File: src/hw/rmc_pkg.sv
// package for the remote-terminal mode command handler
package rmc_pkg;

   // ****************************************************
   // command and response carriers
   // ****************************************************
   typedef struct packed {
      logic       broadcast;
      logic       tr_bit;
      logic [4:0] mode_code;
   } rmc_cmd_s;

   typedef struct packed {
      logic        ignored;
      logic        illegal;
      logic        send_status;
      logic        send_data;
      logic        rx_data;
      logic        msg_error;
      logic        dyn_bus_accept;
      logic [15:0] tx_data;
   } rmc_resp_s;

   typedef struct packed {
      logic [15:0] info_word;
      logic [15:0] addr_word;
   } rmc_log_s;

   // ****************************************************
   // layout constants
   // ****************************************************
   localparam int          RMC_IRQ_FIELD_HI  = 15;
   localparam int          RMC_IWA_BIT       = 15;
   localparam int          RMC_IIW_IWA_BIT   = 15;
   localparam logic [15:0] RMC_DESC_BASE_RST = 16'h0400;
   localparam logic [1:0]  RMC_DESC_STRIDE   = 2'h2;
   localparam logic        RMC_UMC_RST       = 1'b0;
   localparam logic        RMC_TABLE_RST     = 1'b0;
   localparam int          RMC_DATA_CODE_LO  = 16;
   localparam int          RMC_RESERVED_LO   = 9;

endpackage

File: src/hw/rmc_mode_handler.sv
// mode command decode, legality, response, mode data storage and interrupt log
//
// Behaviour
// - invalid option affects only the 22 undefined mode commands
// - option clear after reset; undefined commands then valid, legality from table
// - table bit 0 on valid command gives legal in-form response, status updated
// - table bit 1 sets message error; non-broadcast sends status only
// - option set: undefined commands ignored, no response, status unchanged
// - legalization table resets to all zero
// - all-zero table: codes 16-31 transmit give clear status plus stored data word
// - dynamic bus control never implemented; acceptance bit never set
// - descriptor control word top bit (bit 15) selects interrupt generation
// - broadcast transmit interrupts only for codes 0-15; 16-31 not allowed
// - access bit in descriptor and enable set pending bit and interrupt output
// - log info word with access bit and address word before interrupt output
// - logged address word is control word address by code and direction
// - codes 0-15 carry no data word; status only answer
// - codes 16-31 receive get exactly one data word after the command
// - legal codes 16-31 transmit send status then one data word
// - option clear: mode data in descriptor-named buffer, never circular
// - option set: mode data held inside the descriptor table
// - reserved codes 9-15 transmit carry no data and allow broadcast
// - undefined 17,20,21 transmit send data; 16,18,19 receive take data
`timescale 1ns/100ps
`default_nettype none

module rmc_mode_handler
   import rmc_pkg::*;
#(
   parameter int BUF_WORDS = 64
)
(
   input  wire logic           clk_sys,
   input  wire logic           reset_n,
   input  wire logic           undefined_codes_invalid_opt,
   input  wire logic           mode_data_in_table_opt,
   input  wire logic           irq_enable_iwa,
   input  wire logic           cmd_valid,
   input  wire rmc_pkg::rmc_cmd_s cmd,
   input  wire logic           data_valid,
   input  wire logic [15:0]    data_word,
   input  wire logic [15:0]    desc_ctrl_word,
   input  wire logic [5:0]     buf_index,
   input  wire logic           tbl_wr,
   input  wire logic [5:0]     tbl_addr,
   input  wire logic           tbl_bit,
   input  wire logic           pending_clear,
   input  wire logic           mem_wr,
   input  wire logic [5:0]     mem_addr,
   input  wire logic [15:0]    mem_wdata,
   output logic                resp_valid,
   output rmc_pkg::rmc_resp_s  resp,
   output logic                log_valid,
   output rmc_pkg::rmc_log_s   log_entry,
   output logic                pending_iwa,
   output logic                message_interrupt_out
);
   import rmc_pkg::*;

   // ****************************************************
   // decode helpers
   // ****************************************************
   function automatic logic is_undefined(input rmc_cmd_s c);
      logic u;
      u = 1'b0;
      if (!c.tr_bit && (c.mode_code < 5'd16))
         u = 1'b1;
      if (!c.tr_bit && (c.mode_code == 5'd16 || c.mode_code == 5'd18 ||
                        c.mode_code == 5'd19))
         u = 1'b1;
      if (c.tr_bit && (c.mode_code == 5'd17 || c.mode_code == 5'd20 ||
                       c.mode_code == 5'd21))
         u = 1'b1;
      return u;
   endfunction

   function automatic logic has_data(input rmc_cmd_s c);
      // codes 16..31 always carry one word, reserved 9..15 none
      return c.mode_code[4];
   endfunction

   function automatic logic [5:0] cmd_index(input rmc_cmd_s c);
      return {c.tr_bit, c.mode_code};
   endfunction

   // ****************************************************
   // legalization table and mode data stores
   // ****************************************************
   logic [63:0] legal_tbl_r;
   logic [63:0] legal_tbl_nxt;
   logic [15:0] buf_mem   [BUF_WORDS];
   logic [15:0] table_mem [32];

   always_comb
   begin
      legal_tbl_nxt = legal_tbl_r;
      if (tbl_wr)
         legal_tbl_nxt[tbl_addr] = tbl_bit;
   end

   always_ff @(posedge clk_sys or negedge reset_n)
   begin
      if (!reset_n)
         legal_tbl_r <= {64{RMC_TABLE_RST}};
      else
         legal_tbl_r <= legal_tbl_nxt;
   end

   // ****************************************************
   // sequencer
   // ****************************************************
   typedef enum logic [1:0] {ST_IDLE, ST_RXDATA, ST_LOG, ST_IRQ} rmc_state_e;

   rmc_state_e  state_r, state_nxt;
   rmc_cmd_s    cmd_r, cmd_nxt;
   logic [5:0]  bidx_r, bidx_nxt;
   logic        irq_req_r, irq_req_nxt;
   logic        resp_valid_r, resp_valid_nxt;
   rmc_resp_s   resp_r, resp_nxt;
   logic        log_valid_r, log_valid_nxt;
   rmc_log_s    log_r, log_nxt;
   logic        pend_r, pend_nxt;
   logic        irq_out_r, irq_out_nxt;
   logic        mem_we;
   logic [5:0]  mem_widx;
   logic        tbl_we;
   logic [4:0]  tbl_widx;
   logic [15:0] store_word;

   logic        undef_in, illegal_in, ign_in, irq_sel, store_en;
   logic [15:0] rd_word;

   always_comb
   begin
      undef_in   = is_undefined(cmd);
      ign_in     = undef_in && undefined_codes_invalid_opt;
      illegal_in = legal_tbl_r[cmd_index(cmd)];
      // broadcast transmit of 16..31 is not allowed: no interrupt selected
      irq_sel    = desc_ctrl_word[RMC_IWA_BIT] && irq_enable_iwa &&
                   !(cmd.broadcast && cmd.tr_bit && has_data(cmd));
      store_en   = 1'b0;
      rd_word    = mode_data_in_table_opt ? table_mem[cmd.mode_code]
                                          : buf_mem[buf_index];
      state_nxt      = state_r;
      cmd_nxt        = cmd_r;
      bidx_nxt       = bidx_r;
      irq_req_nxt    = irq_req_r;
      resp_valid_nxt = 1'b0;
      resp_nxt       = resp_r;
      log_valid_nxt  = 1'b0;
      log_nxt        = log_r;
      pend_nxt       = pend_r;
      irq_out_nxt    = irq_out_r;
      mem_we         = 1'b0;
      mem_widx       = bidx_r;
      tbl_we         = 1'b0;
      tbl_widx       = cmd_r.mode_code;
      store_word     = data_word;
      if (pending_clear)
      begin
         pend_nxt    = 1'b0;
         irq_out_nxt = 1'b0;
      end
      case (state_r)
         ST_IDLE:
         begin
            if (cmd_valid && !ign_in)
            begin
               cmd_nxt     = cmd;
               bidx_nxt    = buf_index;
               irq_req_nxt = irq_sel;
               resp_nxt.ignored        = 1'b0;
               resp_nxt.illegal        = illegal_in;
               resp_nxt.msg_error      = illegal_in;
               resp_nxt.dyn_bus_accept = 1'b0;
               resp_nxt.rx_data        = 1'b0;
               resp_nxt.send_status    = !cmd.broadcast;
               resp_nxt.send_data      = !cmd.broadcast && !illegal_in &&
                                         cmd.tr_bit && has_data(cmd);
               resp_nxt.tx_data        = resp_nxt.send_data ? rd_word : 16'h0000;
               if (!cmd.tr_bit && has_data(cmd))
                  state_nxt = ST_RXDATA;
               else
               begin
                  resp_valid_nxt = 1'b1;
                  state_nxt      = irq_sel ? ST_LOG : ST_IDLE;
               end
            end
            else if (cmd_valid)
            begin
               resp_nxt.ignored = 1'b1;
               resp_valid_nxt   = 1'b0;
            end
         end
         ST_RXDATA:
         begin
            if (data_valid)
            begin
               store_en         = !resp_r.illegal;
               tbl_we           = store_en && mode_data_in_table_opt;
               mem_we           = store_en && !mode_data_in_table_opt;
               resp_nxt.rx_data = 1'b1;
               resp_valid_nxt   = 1'b1;
               state_nxt        = irq_req_r ? ST_LOG : ST_IDLE;
            end
         end
         ST_LOG:
         begin
            log_nxt.info_word = 16'h0000;
            log_nxt.info_word[RMC_IIW_IWA_BIT] = 1'b1;
            log_nxt.addr_word = RMC_DESC_BASE_RST +
                                16'(cmd_index(cmd_r)) * 16'(RMC_DESC_STRIDE);
            log_valid_nxt     = 1'b1;
            state_nxt         = ST_IRQ;
         end
         ST_IRQ:
         begin
            pend_nxt    = 1'b1;
            irq_out_nxt = 1'b1;
            state_nxt   = ST_IDLE;
         end
         default:
            state_nxt = ST_IDLE;
      endcase
   end

   always_ff @(posedge clk_sys or negedge reset_n)
   begin
      if (!reset_n)
      begin
         state_r      <= ST_IDLE;
         cmd_r        <= '0;
         bidx_r       <= '0;
         irq_req_r    <= 1'b0;
         resp_valid_r <= 1'b0;
         resp_r       <= '0;
         log_valid_r  <= 1'b0;
         log_r        <= '0;
         pend_r       <= 1'b0;
         irq_out_r    <= 1'b0;
      end
      else
      begin
         state_r      <= state_nxt;
         cmd_r        <= cmd_nxt;
         bidx_r       <= bidx_nxt;
         irq_req_r    <= irq_req_nxt;
         resp_valid_r <= resp_valid_nxt;
         resp_r       <= resp_nxt;
         log_valid_r  <= log_valid_nxt;
         log_r        <= log_nxt;
         pend_r       <= pend_nxt;
         irq_out_r    <= irq_out_nxt;
      end
   end

   // memories carry no reset; host preloads them for predictable answers
   always_ff @(posedge clk_sys)
   begin
      if (mem_we)
         buf_mem[mem_widx] <= store_word;
      else if (mem_wr && !mode_data_in_table_opt)
         buf_mem[mem_addr] <= mem_wdata;
      if (tbl_we)
         table_mem[tbl_widx] <= store_word;
      else if (mem_wr && mode_data_in_table_opt)
         table_mem[mem_addr[4:0]] <= mem_wdata;
   end

   assign resp_valid            = resp_valid_r;
   assign resp                  = resp_r;
   assign log_valid             = log_valid_r;
   assign log_entry             = log_r;
   assign pending_iwa           = pend_r;
   assign message_interrupt_out = irq_out_r;

endmodule // rmc_mode_handler

`default_nettype wire

File: config.mk
export PLATFORM = sky130hd
export DESIGN_NAME = rmc_mode_handler
export DESIGN_NICKNAME = d
export VERILOG_FILES = /design/src/hw/rmc_pkg.sv /design/src/hw/rmc_mode_handler.sv
export SDC_FILE = /design/constraint.sdc
export NUM_CORES = 2
export LEC_CHECK = 0
export BUFFER_PORTS_ARGS = -buffer_cell sky130_fd_sc_hd__buf_4
export CORE_MARGIN = 10
export CORE_UTILIZATION = 44
export DETAILED_ROUTE_END_ITERATION = 8
export PLACE_DENSITY = 0.58
export SLEW_MARGIN = 40
export SYNTH_ARGS = -nofsm -noshare
export SYNTH_HDL_FRONTEND = slang
export SYNTH_SLANG_ARGS = --single-unit
export TNS_END_PERCENT = 1
File: constraint.sdc
create_clock -name clk_sys -period 3.6 [get_ports clk_sys]
set_input_delay 0.36 -clock clk_sys [delete_from_list [all_inputs] [get_ports clk_sys]]
set_output_delay 0.36 -clock clk_sys [all_outputs]
set_load 0.005 [all_outputs]
==> metrics.md <==
| Metric | Value |
|---|---|
| Worst Path Arrival | `3.58 ns` |
| Starting Density | `44.33%` |
| DR vias/cell | `5.796` |
| Slew margin rel. | `43.83%` |
| Clock Path Buffers | `3` |
| Crit path cell chain | `nor2b_1 > nand2_1 > nor2_1 > nand2_1 > a21oi_1 > nand2_1 > nor2_1 > buf_4` |
| CP peak stage delay | `roughly 0.57 ns` |
| CP Launch Type | `flop` |
| Post-Synth XOR/XNOR Area | `0%` |
| Syn Inst Count | `approximately 2900` |
| Leak | `about 22 nW` |
| Clock latency on the worst-skew pair | `0.77 ns` |
| Routed wire length | `142000 um` |
| Adder-cell share of the synthesized area | `0%` |
| Int Pwr | `between 20 and 30 mW` |
| Wire length per cell | `between 20 and 30 um` |
| Reg power frac | `around 52%` |
| Fin crit period | `3.142 ns` |
| Post-synth design cell area | `57400 um^2` |
| First-pass GRT wire length | `208400 um` |
| Final Hold Viols | `0` |
| Synth Area in Compound Gates | `3.013%` |
| PwrDens | `roughly 570 nW/um^2` |
| Worst VDD drop | `between 0.0005 and 0.0006 V` |
| DRC violations left | `0` |
| Final Slew Violations | `0` |
| Post-Synth Simple-Gate Area | `3.222%` |
| Die H | `between 300 and 400 um` |
| Hold Slack | `around 0.070 ns` |
| Worst Hold Class | `in -> reg` |
| Maximum clock frequency | `around 320 MHz` |
| Sequential area share after synthesis | `74.27%` |
| DP Cell Count | `approximately 4700` |
| Routed Antenna Nets | `0` |
| Antenna violations before repair | `7` |
| CTS Sinks | `roughly 1400` |
| Total die area | `roughly 150000 um^2` |
| Critical path data required time | `~4 ns` |
| Synth Warn # | `0` |
| Clock-pin slew on the worst setup and hold paths | `0.06 ns` |
| Seq cells post-synth | `1438` |
| Skew final | `between 0.02 and 0.025 ns` |
| Post-synth cell types | `55` |
| Synth Area per Inst | `19.96 um^2` |
| Max H-tree Level | `4` |
| Setup Fix Bufs, Post-CTS | `0` |
| Multiplexer share of the synthesized area | `approximately 18%` |
| Buffers added on ports | `just over 100` |
| Worst setup EP type | `flop` |
| Worst-margin pin slew | `approximately 0.84 ns` |
| Status | `complete, no violations` |
| EDFF count, synth | `1328` |
| Most frequent cells in the layout | `1328 x edfxtp_1, 314 x mux4_2, 240 x buf_4, 149 x clkbuf_16, 143 x mux2i_1` |
| Post-synth ARST share | `~7.6%` |
| Switch Pwr | `8.744 mW` |
| Vias | `28970` |
| All-Layer GR Usage | `19.42%` |
| Max FO, Critical Path | `15` |
| Fin Setup TNS | `0 ns` |
| Share of total power in combinational logic | `around a tenth` |
| ANT cells | `0` |
| Largest family of logic cells by synthesized area | `multiplexers` |
| TritonCTS buffer count | `146` |
| Most used DFF post-synth | `edfxtp_1` |
| Rows | `132` |
| Root buffer cell | `clkbuf_16` |
| Period utilisation layout | `87.26%` |
| # setup viols final | `0` |
| DRT Pass-1 Iters | `7` |
| MaxCap Viol Count | `0` |
| Fin cells | `4998` |
| Initial drt markers | `2663` |
| WS Path Type | `reg -> reg` |
| DIE WIDTH | `381.2 um` |
| CORE AREA | `approximately 130000 um^2` |
| Critical path's slowest cell | `a21oi_1` |
| Vias in the first global route | `29960` |
| Core Util, Final | `between 50% and 60%` |
| Total gr overflow | `0` |
| CTS resizes | `0` |
| Nets | `3219` |
| Clock power frac | `38.7%` |
| Most common cell after layout, fill and taps aside | `edfxtp_1` |
| Io pins | `143` |
| CP most frequent cell | `nand2_1` |
| Largest net degree at the start of global routing | `65` |
| Switching share of power | `23.33%` |
| Share of cells above drive strength 1 | `28.75%` |
| Synthesis-to-layout area growth | `14.29%` |
| Dpl hpwl | `86610 um` |
| CTS tree | `built` |
| RSZ-0062 raised after global routing | `no` |
| Routability cong. | `0.8422` |
| Tot Pwr | `37.48 mW` |
==> area by class of cell <==
cell class                 instances  area [um^2]
timing repair buffer             274         2333
multi-input combinational       1264        13850
inverter                          11        41.29
clock buffer                     190         3923
fill                           10360        63890
tap                             1742         2180
clock inverter                    79        641.9
sequential                      1438        42630
==> cells by family (layout without fill, tap and decap cells) <==
logic type,count (synthesis),count (layout)
AOI/OAI and AO/OA,247,247
buffers and inverters,197,554
DFF,1438,1438
muxes,584,584
other,1,25
and+or+nand+nor,408,408
==> metal layers <==
layer	vias up	global-route usage, %	share of wire (%)
met5	-	0	0.022
met4	6	6.339	3.0
met3	246	4.098	7.2
met2	1032	31.92	49
met1	15400	25.78	40
li1	12280	-	-
==> worst paths after layout <==
path / from / end / slack, ns / depth (start not counted)
setup / recovery: state_r[1] / buf_mem[41][10] / 0.46 / 8
hold / removal: mode_data_in_table_opt / resp[13] / 0.07 / 3
setup reg to reg: state_r[1] / buf_mem[41][10] / 0.46 / 8
hold reg to reg: cmd_r[5] / cmd_r[5] / 0.49 / 2
max in group asynchronous: reset_n / legal_tbl_r[9] / 2.42 / 3
min in group asynchronous: reset_n / legal_tbl_r[63] / 0.20 / 2
==> critical path, delay by kind of cell, from the launching register on <==
family | cells | cell delay (ns)
DFF | 1 | 0.45
AOI/OAI and AO/OA | 1 | 0.57
and+or+nand+nor | 6 | 1.47
buffers and inverters | 1 | 0.33
==> sequential cells by signal (all words and copies together), names as in the netlist <==
name / flops
state_r: 2
irq_req_r: 1
resp_valid: 1
tbl_widx: 5
log_valid: 1
legal_tbl_r: 64
buf_mem: 1024
cmd_r: 1
table_mem: 304
resp: 21
bidx_r: 6
log_entry: 7
pending_iwa: 1
==> power by group through the flow <==
stage	registers, mW	clock network [mW]	logic (mW)
after detailed placement	19.8	0	3.56
after floorplan	19.7	0	2.11
after CTS	19.4	14.8	3.59
final	19.4	14.5	3.55
after global routing	19.5	15.5	3.82
after global placement	19.7	0	3.46
==> synthesized netlist by cell type, types with 13 or more instances <==
master / number / area share, %
edfxtp_1: 1328 / 69
o21ai_0: 44 / 0.38
buf_2: 51 / 0.44
mux2i_1: 143 / 2.5
a221oi_1: 33 / 0.50
nor2b_1: 14 / 0.15
nand2b_1: 23 / 0.25
or2_2: 15 / 0.16
a22oi_1: 55 / 0.72
o22ai_1: 13 / 0.14
buf_4: 53 / 0.69
dfrtp_1: 110 / 4.8
a21oi_1: 27 / 0.24
nand2_1: 120 / 0.78
nor2_1: 143 / 0.94
clkbuf_1: 64 / 0.42
mux2_2: 116 / 2.3
mux4_2: 314 / 12
nand3_1: 55 / 0.48
==> timing repair <==
action / in CTS / in global routing
hold endpoints to repair: 59 / 0
hold buffers: 13 / 0
setup endpoints to repair: 0 / 0
==> metrics by stage <==
| stage | setup WS (ns) | instance area (um^2) |
|---|---|---|
| 5_1_grt | 0.3223 | 65600 |
| 3_3_place_gp | 0.5231 | 60890 |
| 2_1_floorplan | 0.4680 | 57490 |
| 4_1_cts | 0.5596 | 65600 |
| 3_5_place_dp | 0.5153 | 60900 |
| 6_report | 0.4585 | 65600 |
(Power assumes the default switching activity.)
